<file path="src/modulus_timer_pkg.sv">
// Purpose: shared constants of the modulus timer
// Assumes: 16-bit register port, word addressed
// Notes:   channel registers sit at 4*(CH_BASE_W + channel) + offset
package modulus_timer_pkg;
  localparam int ADDR_W   = 6;
  localparam int DATA_W   = 16;
  localparam int CHANNELS = 3;
  localparam int PRESC_W  = 6;
  // register map
  localparam logic [5:0] CFG_OFS   = 6'h00;
  localparam logic [3:0] CH_BASE_W = 4'h4;
  localparam logic [1:0] SC_OFS    = 2'h0;
  localparam logic [1:0] CNT_OFS   = 2'h1;
  localparam logic [1:0] LATCH_OFS = 2'h2;
  // configuration register fields
  localparam int CFG_ARB_LO = 0;
  localparam int CFG_VEC_LO = 6;
  localparam int CFG_RUN    = 8;
  // status/control register fields
  localparam int SC_CLK_LO  = 0;
  localparam int SC_LDE_LO  = 4;
  localparam int SC_IL_LO   = 8;
  localparam int SC_ARB3    = 11;
  localparam int SC_DRV1    = 12;
  localparam int SC_DRV2    = 13;
  localparam int SC_LEVEL   = 14;
  localparam int SC_FLAG    = 15;
  // reset values and counter maximum
  localparam logic [15:0] CFG_RST   = 16'h0000;
  localparam logic [15:0] SC_RST    = 16'h0000;
  localparam logic [15:0] CNT_RST   = 16'h0000;
  localparam logic [15:0] LATCH_RST = 16'h0000;
  localparam logic [15:0] CNT_MAX   = 16'hFFFF;
  // count source codes, 0..5 are prescaler taps
  localparam logic [2:0] SRC_RISE = 3'h6;
  localparam logic [2:0] SRC_FALL = 3'h7;
  // load edge codes
  localparam logic [1:0] LDE_RISE = 2'h1;
  localparam logic [1:0] LDE_FALL = 2'h2;
  localparam logic [1:0] LDE_BOTH = 2'h3;
  // submodule number of channel 0
  localparam logic [5:0] SUBMOD_BASE = 6'h0C;
endpackage

</file>
<file path="src/mc_chan_if.sv">
// Purpose: control and status of one counter channel
// Assumes: single clock domain
// Notes:   ctrl side is the register block, unit side the counter
`timescale 1ns/1ps
interface mc_chan_if;
  logic        tick;
  logic        load_evt;
  logic        cnt_wr;
  logic        latch_wr;
  logic        flag_clr;
  logic [15:0] wdata;
  logic [15:0] count;
  logic [15:0] latch;
  logic        flag;
  modport unit (input tick, load_evt, cnt_wr, latch_wr, flag_clr, wdata,
                output count, latch, flag);
  modport ctrl (output tick, load_evt, cnt_wr, latch_wr, flag_clr, wdata,
                input count, latch, flag);
endinterface

</file>
<file path="src/modulus_counter_unit.sv">
// Purpose: 16-bit counter with modulus latch and overflow flag
// Assumes: tick is a one-cycle enable
// Notes:   a counter write beats a tick in the same cycle
`timescale 1ns/1ps
module modulus_counter_unit (
  // clock and reset
  input  wire logic clk,
  input  wire logic rst_n,
  // channel
  mc_chan_if.unit   ch
);
  logic [15:0] count_q;
  logic [15:0] latch_q;
  logic        flag_q;
  logic        ovf;

  assign ovf = ch.tick && !ch.cnt_wr && (count_q == modulus_timer_pkg::CNT_MAX);

  always_ff @(posedge clk or negedge rst_n) begin
    if (!rst_n) begin
      count_q <= modulus_timer_pkg::CNT_RST;
    end else if (ch.cnt_wr) begin
      count_q <= ch.wdata;
    end else if (ovf || ch.load_evt) begin
      count_q <= latch_q;
    end else if (ch.tick) begin
      count_q <= count_q + 16'h0001;
    end
  end

  always_ff @(posedge clk or negedge rst_n) begin
    if (!rst_n) begin
      latch_q <= modulus_timer_pkg::LATCH_RST;
    end else if (ch.cnt_wr || ch.latch_wr) begin
      latch_q <= ch.wdata;
    end
  end

  // set wins over a clear in the same cycle
  always_ff @(posedge clk or negedge rst_n) begin
    if (!rst_n) begin
      flag_q <= 1'b0;
    end else if (ovf) begin
      flag_q <= 1'b1;
    end else if (ch.flag_clr) begin
      flag_q <= 1'b0;
    end
  end

  assign ch.count = count_q;
  assign ch.latch = latch_q;
  assign ch.flag  = flag_q;
endmodule

</file>
<file path="src/modulus_timer.sv">
// Purpose: three modulus counter channels with prescaler, time base
//          drive and interrupt arbitration
// Assumes: register port as plain strobes, read data one cycle later
// Notes:   channel registers are decoded by word address
//
// What this block does
// - 16-bit readable counter with incrementer
// - counter write loads counter and latch
// - overflow reloads counter from latch
// - every overflow sets overflow flag
// - latch all ones overflows every pulse
// - latch zero gives full-range free run
// - 3-bit select picks eight count sources
// - select change ignores spurious pin edges
// - read-only bit shows synchronised pin level
// - two bits choose driven time base
// - request when flag set, level nonzero
// - contend only when level exceeds mask
// - arbitration number from config and channel
// - vector is upper bits plus submodule number
// - unused bits and addresses read zero
// - three independent channels, own registers
// - no counting until prescaler run set
// - latch write updates only the latch
// - load pin edge loads latch into counter
//
// Implementation choices: the address-and-strobe port and the register addresses.
`timescale 1ns/1ps
module modulus_timer #(
  parameter int CHANNELS = modulus_timer_pkg::CHANNELS,
  parameter int PRESC_W  = modulus_timer_pkg::PRESC_W
) (
  // clock and reset
  input  wire logic        clk,
  input  wire logic        rst_n,
  // register port
  input  wire logic [5:0]  addr,
  input  wire logic [15:0] wdata,
  input  wire logic        wr,
  input  wire logic        rd,
  output logic      [15:0] rdata,
  // pins
  input  wire logic [2:0]  external_count_input,
  input  wire logic [2:0]  load_input,
  // time base buses
  output logic      [15:0] tb_first,
  output logic             tb_first_drv,
  output logic      [15:0] tb_second,
  output logic             tb_second_drv,
  // interrupt arbitration
  input  wire logic [2:0]  ip_mask,
  input  wire logic        iack,
  output logic      [2:0]  irq_level,
  output logic      [3:0]  arb_number,
  output logic      [7:0]  vector,
  output logic             vector_valid
);
  // index of the addressed channel, CHANNELS when none
  function automatic logic [1:0] chan_of(input logic [5:0] a);
    logic [1:0] r;
    r = 2'(CHANNELS);
    for (int i = 0; i < CHANNELS; i++) begin
      if (a[5:2] == modulus_timer_pkg::CH_BASE_W + 4'(i)) begin
        r = 2'(i);
      end
    end
    return r;
  endfunction

  logic [15:0] cfg_q;
  logic [15:0] sc_q [CHANNELS];
  logic [2:0]  sel_hold_q;
  logic [15:0] rdata_q;
  logic [PRESC_W-1:0] presc_q;
  logic [5:0]  tap;
  logic        run;
  logic [1:0]  wch;
  logic [1:0]  rch;
  logic [2:0]  cnt_level;
  logic [2:0]  cnt_rise;
  logic [2:0]  cnt_fall;
  logic [2:0]  ld_rise;
  logic [2:0]  ld_fall;
  logic [2:0]  tick;
  logic [15:0] count_v [CHANNELS];
  logic [15:0] latch_v [CHANNELS];
  logic [2:0]  flag_v;
  logic [15:0] tb1_q;
  logic        tb1_en_q;
  logic [15:0] tb2_q;
  logic        tb2_en_q;
  logic [2:0]  lvl_q;
  logic [3:0]  arb_q;
  logic [1:0]  win_q;
  logic [7:0]  vec_q;
  logic        vec_v_q;
  logic [2:0]  best_lvl;
  logic [1:0]  best_ch;
  logic        any_req;

  assign run = cfg_q[modulus_timer_pkg::CFG_RUN];
  assign wch = chan_of(addr);
  assign rch = chan_of(addr);

  // configuration register
  always_ff @(posedge clk or negedge rst_n) begin
    if (!rst_n) begin
      cfg_q <= modulus_timer_pkg::CFG_RST;
    end else if (wr && addr == modulus_timer_pkg::CFG_OFS) begin
      cfg_q <= wdata & 16'h01C7;
    end
  end

  // prescaler: taps are one-cycle enables at clk/2 .. clk/64
  always_ff @(posedge clk or negedge rst_n) begin
    if (!rst_n) begin
      presc_q <= '0;
    end else if (run) begin
      presc_q <= presc_q + PRESC_W'(1);
    end else begin
      presc_q <= '0;
    end
  end

  // one enable per tap, the part-select bounds are fixed per tap
  for (genvar k = 0; k < 6; k++) begin : g_tap
    assign tap[k] = run && (&presc_q[k:0]);
  end

  // per-channel status/control, counter, pins
  for (genvar c = 0; c < CHANNELS; c++) begin : g_ch
    mc_chan_if chif ();
    logic       sc_hit;
    logic       sel_new;
    logic [2:0] sel;
    logic [1:0] lde;

    assign sc_hit = wr && wch == 2'(c) && addr[1:0] == modulus_timer_pkg::SC_OFS;
    assign sel_new = sc_hit
      && wdata[modulus_timer_pkg::SC_CLK_LO +: 3]
         != sc_q[c][modulus_timer_pkg::SC_CLK_LO +: 3];
    assign sel = sc_q[c][modulus_timer_pkg::SC_CLK_LO +: 3];
    assign lde = sc_q[c][modulus_timer_pkg::SC_LDE_LO +: 2];

    always_ff @(posedge clk or negedge rst_n) begin
      if (!rst_n) begin
        sc_q[c] <= modulus_timer_pkg::SC_RST;
      end else if (sc_hit) begin
        sc_q[c] <= wdata & 16'h3F37;
      end
    end

    // pin edges are blanked while the source select settles
    always_ff @(posedge clk or negedge rst_n) begin
      if (!rst_n) begin
        sel_hold_q[c] <= 1'b0;
      end else begin
        sel_hold_q[c] <= sel_new;
      end
    end

    pin_edge u_cnt_pin (
      .clk   (clk),
      .rst_n (rst_n),
      .pin   (external_count_input[c]),
      .hold  (sel_new || sel_hold_q[c]),
      .level (cnt_level[c]),
      .rise  (cnt_rise[c]),
      .fall  (cnt_fall[c])
    );

    pin_edge u_ld_pin (
      .clk   (clk),
      .rst_n (rst_n),
      .pin   (load_input[c]),
      .hold  (1'b0),
      .level (),
      .rise  (ld_rise[c]),
      .fall  (ld_fall[c])
    );

    always_comb begin
      case (sel)
        modulus_timer_pkg::SRC_RISE: tick[c] = run && cnt_rise[c] && !sel_new;
        modulus_timer_pkg::SRC_FALL: tick[c] = run && cnt_fall[c] && !sel_new;
        default:                     tick[c] = tap[sel] && !sel_new;
      endcase
    end

    assign chif.tick     = tick[c];
    assign chif.load_evt = (ld_rise[c] && lde[0]) || (ld_fall[c] && lde[1]);
    assign chif.cnt_wr   = wr && wch == 2'(c) && addr[1:0] == modulus_timer_pkg::CNT_OFS;
    assign chif.latch_wr = wr && wch == 2'(c) && addr[1:0] == modulus_timer_pkg::LATCH_OFS;
    assign chif.flag_clr = sc_hit && !wdata[modulus_timer_pkg::SC_FLAG];
    assign chif.wdata    = wdata;
    assign count_v[c]    = chif.count;
    assign latch_v[c]    = chif.latch;
    assign flag_v[c]     = chif.flag;

    modulus_counter_unit u_unit (
      .clk   (clk),
      .rst_n (rst_n),
      .ch    (chif)
    );
  end

  // read data, one cycle after the strobe
  always_ff @(posedge clk or negedge rst_n) begin
    if (!rst_n) begin
      rdata_q <= 16'h0000;
    end else if (rd) begin
      rdata_q <= 16'h0000;
      if (addr == modulus_timer_pkg::CFG_OFS) begin
        rdata_q <= cfg_q;
      end else if (rch != 2'(CHANNELS)) begin
        case (addr[1:0])
          modulus_timer_pkg::SC_OFS: begin
            rdata_q <= sc_q[rch];
            rdata_q[modulus_timer_pkg::SC_LEVEL] <= cnt_level[rch];
            rdata_q[modulus_timer_pkg::SC_FLAG]  <= flag_v[rch];
          end
          modulus_timer_pkg::CNT_OFS:   rdata_q <= count_v[rch];
          modulus_timer_pkg::LATCH_OFS: rdata_q <= latch_v[rch];
          default:                      rdata_q <= 16'h0000;
        endcase
      end
    end
  end

  // time base buses: lowest channel selecting a bus drives it
  always_ff @(posedge clk or negedge rst_n) begin
    if (!rst_n) begin
      tb1_q    <= 16'h0000;
      tb1_en_q <= 1'b0;
      tb2_q    <= 16'h0000;
      tb2_en_q <= 1'b0;
    end else begin
      tb1_q    <= 16'h0000;
      tb1_en_q <= 1'b0;
      tb2_q    <= 16'h0000;
      tb2_en_q <= 1'b0;
      for (int i = CHANNELS - 1; i >= 0; i--) begin
        if (sc_q[i][modulus_timer_pkg::SC_DRV1]) begin
          tb1_q    <= count_v[i];
          tb1_en_q <= 1'b1;
        end
        if (sc_q[i][modulus_timer_pkg::SC_DRV2]) begin
          tb2_q    <= count_v[i];
          tb2_en_q <= 1'b1;
        end
      end
    end
  end

  // pick the highest level above the mask, lower channel on a tie
  always_comb begin
    best_lvl = 3'h0;
    best_ch  = 2'h0;
    any_req  = 1'b0;
    for (int i = 0; i < CHANNELS; i++) begin
      if (flag_v[i]
          && sc_q[i][modulus_timer_pkg::SC_IL_LO +: 3] != 3'h0
          && sc_q[i][modulus_timer_pkg::SC_IL_LO +: 3] > ip_mask
          && sc_q[i][modulus_timer_pkg::SC_IL_LO +: 3] > best_lvl) begin
        best_lvl = sc_q[i][modulus_timer_pkg::SC_IL_LO +: 3];
        best_ch  = 2'(i);
        any_req  = 1'b1;
      end
    end
  end

  always_ff @(posedge clk or negedge rst_n) begin
    if (!rst_n) begin
      lvl_q <= 3'h0;
      arb_q <= 4'h0;
      win_q <= 2'h0;
    end else begin
      lvl_q <= best_lvl;
      win_q <= best_ch;
      arb_q <= any_req
        ? {sc_q[best_ch][modulus_timer_pkg::SC_ARB3],
           cfg_q[modulus_timer_pkg::CFG_ARB_LO +: 3]}
        : 4'h0;
    end
  end

  always_ff @(posedge clk or negedge rst_n) begin
    if (!rst_n) begin
      vec_q   <= 8'h00;
      vec_v_q <= 1'b0;
    end else begin
      vec_v_q <= iack && lvl_q != 3'h0;
      if (iack && lvl_q != 3'h0) begin
        vec_q <= {cfg_q[modulus_timer_pkg::CFG_VEC_LO +: 2],
                  modulus_timer_pkg::SUBMOD_BASE + 6'(win_q)};
      end
    end
  end

  assign rdata         = rdata_q;
  assign tb_first      = tb1_q;
  assign tb_first_drv  = tb1_en_q;
  assign tb_second     = tb2_q;
  assign tb_second_drv = tb2_en_q;
  assign irq_level     = lvl_q;
  assign arb_number    = arb_q;
  assign vector        = vec_q;
  assign vector_valid  = vec_v_q;
endmodule

</file>
<file path="src/pin_edge.sv">
// Purpose: synchronise a pin and report its level and edges
// Assumes: pin toggles at most at a quarter of clk
// Notes:   edges are swallowed while hold is high
`timescale 1ns/1ps
module pin_edge (
  // clock and reset
  input  wire logic clk,
  input  wire logic rst_n,
  // pin side
  input  wire logic pin,
  input  wire logic hold,
  // results
  output logic      level,
  output logic      rise,
  output logic      fall
);
  logic s1_q;
  logic s2_q;
  logic s3_q;
  logic level_q;
  logic change;

  always_ff @(posedge clk or negedge rst_n) begin
    if (!rst_n) begin
      s1_q <= 1'b0;
      s2_q <= 1'b0;
      s3_q <= 1'b0;
    end else begin
      s1_q <= pin;
      s2_q <= s1_q;
      s3_q <= s2_q;
    end
  end

  assign change = (s2_q == s3_q) && (s3_q != level_q);

  always_ff @(posedge clk or negedge rst_n) begin
    if (!rst_n) begin
      level_q <= 1'b0;
    end else if (change) begin
      level_q <= s3_q;
    end
  end

  assign level = level_q;
  assign rise  = change && s3_q && !hold;
  assign fall  = change && !s3_q && !hold;
endmodule

</file>
<file path="config.mk">
export PLATFORM = sky130hd
export DESIGN_NAME = modulus_timer
export DESIGN_NICKNAME = d
export VERILOG_FILES = /design/src/modulus_timer_pkg.sv /design/src/mc_chan_if.sv /design/src/modulus_counter_unit.sv /design/src/modulus_timer.sv /design/src/pin_edge.sv
export SDC_FILE = /design/constraint.sdc
export NUM_CORES = 1
export LEC_CHECK = 0
export BUFFER_PORTS_ARGS = -buffer_cell sky130_fd_sc_hd__buf_2
export CORE_MARGIN = 3
export CORE_UTILIZATION = 35
export DETAILED_ROUTE_END_ITERATION = 8
export GPL_TIMING_DRIVEN = 0
export PLACE_DENSITY = 0.54
export SETUP_SLACK_MARGIN = 0.3
export SYNTH_ARGS = -nofsm -noshare
export SYNTH_HDL_FRONTEND = slang
export SYNTH_SLANG_ARGS = --single-unit
export TNS_END_PERCENT = 20
</file>
<file path="constraint.sdc">
create_clock -name clk -period 5.76 [get_ports clk]
set_input_delay 0.288 -clock clk [delete_from_list [all_inputs] [get_ports clk]]
set_output_delay 0.288 -clock clk [all_outputs]
set_load 0.05 [all_outputs]
</file>
==> out/qor.txt <==
Syn Std Cell Area = 13,000 µm²
Max-Cap Viols = 0
Final std cells w/o fill = 2,008
Initial antenna violation count = 4
Maximum root-to-sink buffer count = 3
Largest net degree at the start of global routing = 115
Most common cell after layout, fill and taps aside = dfrtp_1
Seq/Total Area, Yosys = 0.453
Chip Height = 199 µm
Worst Setup Slack, final = 0.739 ns
Final period utilization = 0.872
Via density = 5.76
Number of port buffers = 89
Maximum vdd drop = 183 µV
Slew Viols, Final = 0
Total gr overflow = 0
Cells after Synth = 1,393
Root Driver = clkbuf_16
Area leader, netlist = dfrtp_1
Final TNS setup = 0 ns
Hold crit path type = input pin to register
Async S/R FF share, synth = 1.00
CP required = 6.19 ns
Worst setup SP type = register
Drt drc = 0
Share of the synthesized area in the top cell type = 0.453
Critical Setup Path Class = register to register
Core Area = 36,600 µm²
H-tree Lvls = 1
Leak = 0.00668 µW
Num CTS Buffers = 27
Least-Margin Pin Slew = 1.21 ns
Critical Path Sink Type = register
Final Wtd Congestion = 0.945
DRT antenna net count = 0
Yosys warns = 0
Filler Cell Count = 3,684
Num rows = 70
Final Power = 5720 µW
Post-synth EDFFs = 0
Min Tclk post-route = 5.02 ns
CTS clock-pin slew for the worst setup and hold paths = 0.06 ns
Die area = 39,600 µm²
Post CTS Setup Buffer Count = 0
Commonest non-fill, non-tap cells in the layout = dfrtp_1, nand2_1, nor2_1
Detailed Place HPWL = 35,600 µm
Largest cells by area after synthesis = dfrtp_1, mux2_2, nand2_1, mux2i_1, a21oi_1
R2R Path Start = sc_q[41]
RSZ-0062 raised after global routing = false
Synth Area per Inst = 9.35 µm²
Area of the multi-input gates = 6500 µm²
Top FF cell, synth = dfrtp_1
Final wirelength = 48,100 µm
Vias in the first global route = 11,300
Worst Hold Launch = wdata[14]
Via count = 11,600
First-pass GRT wire length = 72,300 µm
Fmax = 199 MHz
Total GRT Usage = 0.241
Clock skew = 0.0126 ns
# setup viols final = 0
Pre-CTS WS = 0.162 ns
Status = completed
Area growth syn-to-layout = 16.6%
Crit-path max FO = 9
Arrival @ worst endpoint = 5.45 ns
Unique cell type count in the Yosys netlist = 71
Detailed Routing Iterations Pass 1 = 6
Per-cell routed wire length = 24.0 µm
IO Pins = 102
Cell total after placement = 1,953
Layout cells sized above 1 = 0.172
Net count of the finished layout = 1,578
Clk_lat worst skew = 0.55 ns
FF+latch count, synth = 236
P per Cell Area = 377 nW/µm²
Final Hold Violating Endpoints = 0
Register area = 5910 µm²
Die Width = 199 µm
TritonCTS clock tree = done
CP Launch Point = sc_q[41]
Starting Density = 0.356
Iter 0 DRT Violations = 1,133
Slew headroom = 0.184
Clock sinks = 236
-- power breakdown --
part	switching [µW]	internal (µW)	leakage, µW
clock network	717	1200	0.000475
logic	1000	488	0.00316
registers	362	1950	0.00304
total	2080	3640	0.00668
-- worst max-delay path, stage by stage, from the launching register on --
cell      delay (ns)
dfrtp_1         0.42
ha_1            0.31
a21o_1          0.11
a21oi_1         0.06
a311oi_1        0.79
nand2_1         0.21
ha_1            0.34
a31oi_1         0.17
nand3_1         0.10
nor3_2          0.58
mux2_2          0.44
ha_1            0.28
nand3_1         0.07
nand3_1         0.09
nor3_2          0.51
mux2_2          0.41
-- cells in the mapped netlist, types with 22 or more instances --
cell type    n
a211oi_1    23
a21oi_1    103
clkbuf_1    88
dfrtp_1    236
inv_1       36
mux2_2      93
mux2i_1     57
nand2_1    166
nand3_1     35
nand4_1     22
nor2_1     114
o21ai_0    100
-- cells by family after synthesis --
| logic type | after synthesis | synth area share |
|---|---|---|
| xor+xnor | 23 | 0.0155 |
| other cells | 1 | 0.000288 |
| fa+ha+maj | 27 | 0.0248 |
| simple gates | 437 | 0.158 |
| compound gates | 364 | 0.174 |
| flops | 236 | 0.453 |
| mux | 151 | 0.125 |
| buf+inv | 154 | 0.0490 |
-- metal layers --
layer / wire length, µm / track usage
met5: 42 / 0
met4: 1580 / 0.0734
met3: 3290 / 0.0329
met2: 21600 / 0.380
met1: 21600 / 0.345
-- cell type report --
class	count	area share
Sequential cell	236	0.389
Antenna cell	1	0.000165
Tap cell	468	0.0386
Clock inverter	9	0.0130
Multi-Input combinational cell	1004	0.428
Inverter	36	0.00890
Buffer	118	0.0331
Timing Repair Buffer	98	0.0382
Clock buffer	38	0.0512
-- through the flow --
stage                util  area (µm²)  hold slack, ns
detailed placement  0.386       14100           0.132
global placement    0.384       14100           0.333
finish              0.415       15200          0.0979
floorplan               -       13000        -0.00759
global route        0.415       15200          0.0913
CTS                 0.415       15200          0.0769
-- worst paths after layout --
check / endpoint / slack [ns] / depth (start not counted)
worst max register to register: irq_level[0] / 0.74 / 15
worst min-delay path: g_ch[1].u_unit.ch.count[14] / 0.1 / 3
worst min register to register: g_ch[1].u_cnt_pin.s2_q / 0.35 / 0
worst max-delay path: irq_level[0] / 0.74 / 15
min in group asynchronous: g_ch[0].u_unit.ch.count[15] / 0.17 / 2
max in group asynchronous: g_ch[1].u_unit.ch.count[4] / 4.76 / 3
-- sequential cells by signal (all words and copies together), names as in the netlist, 9 cells and up --
name and cells:
sc_q 18, g_ch.u_unit.ch.latch 48, g_ch.sel 9, g_ch.u_unit.ch.count 48
tb_first 16, rdata 16, tb_second 16
-- repair_timing --
| action | CTS | global route |
|---|---|---|
| hold endpoints to repair | 188 | 0 |
| hold buffers | 7 | 0 |
| gates resized for setup | 1 | 1 |
| endpoints found under the setup margin | 5 | 7 |
| pin swaps | 0 | 0 |
Power figures use the tool's default switching activity.
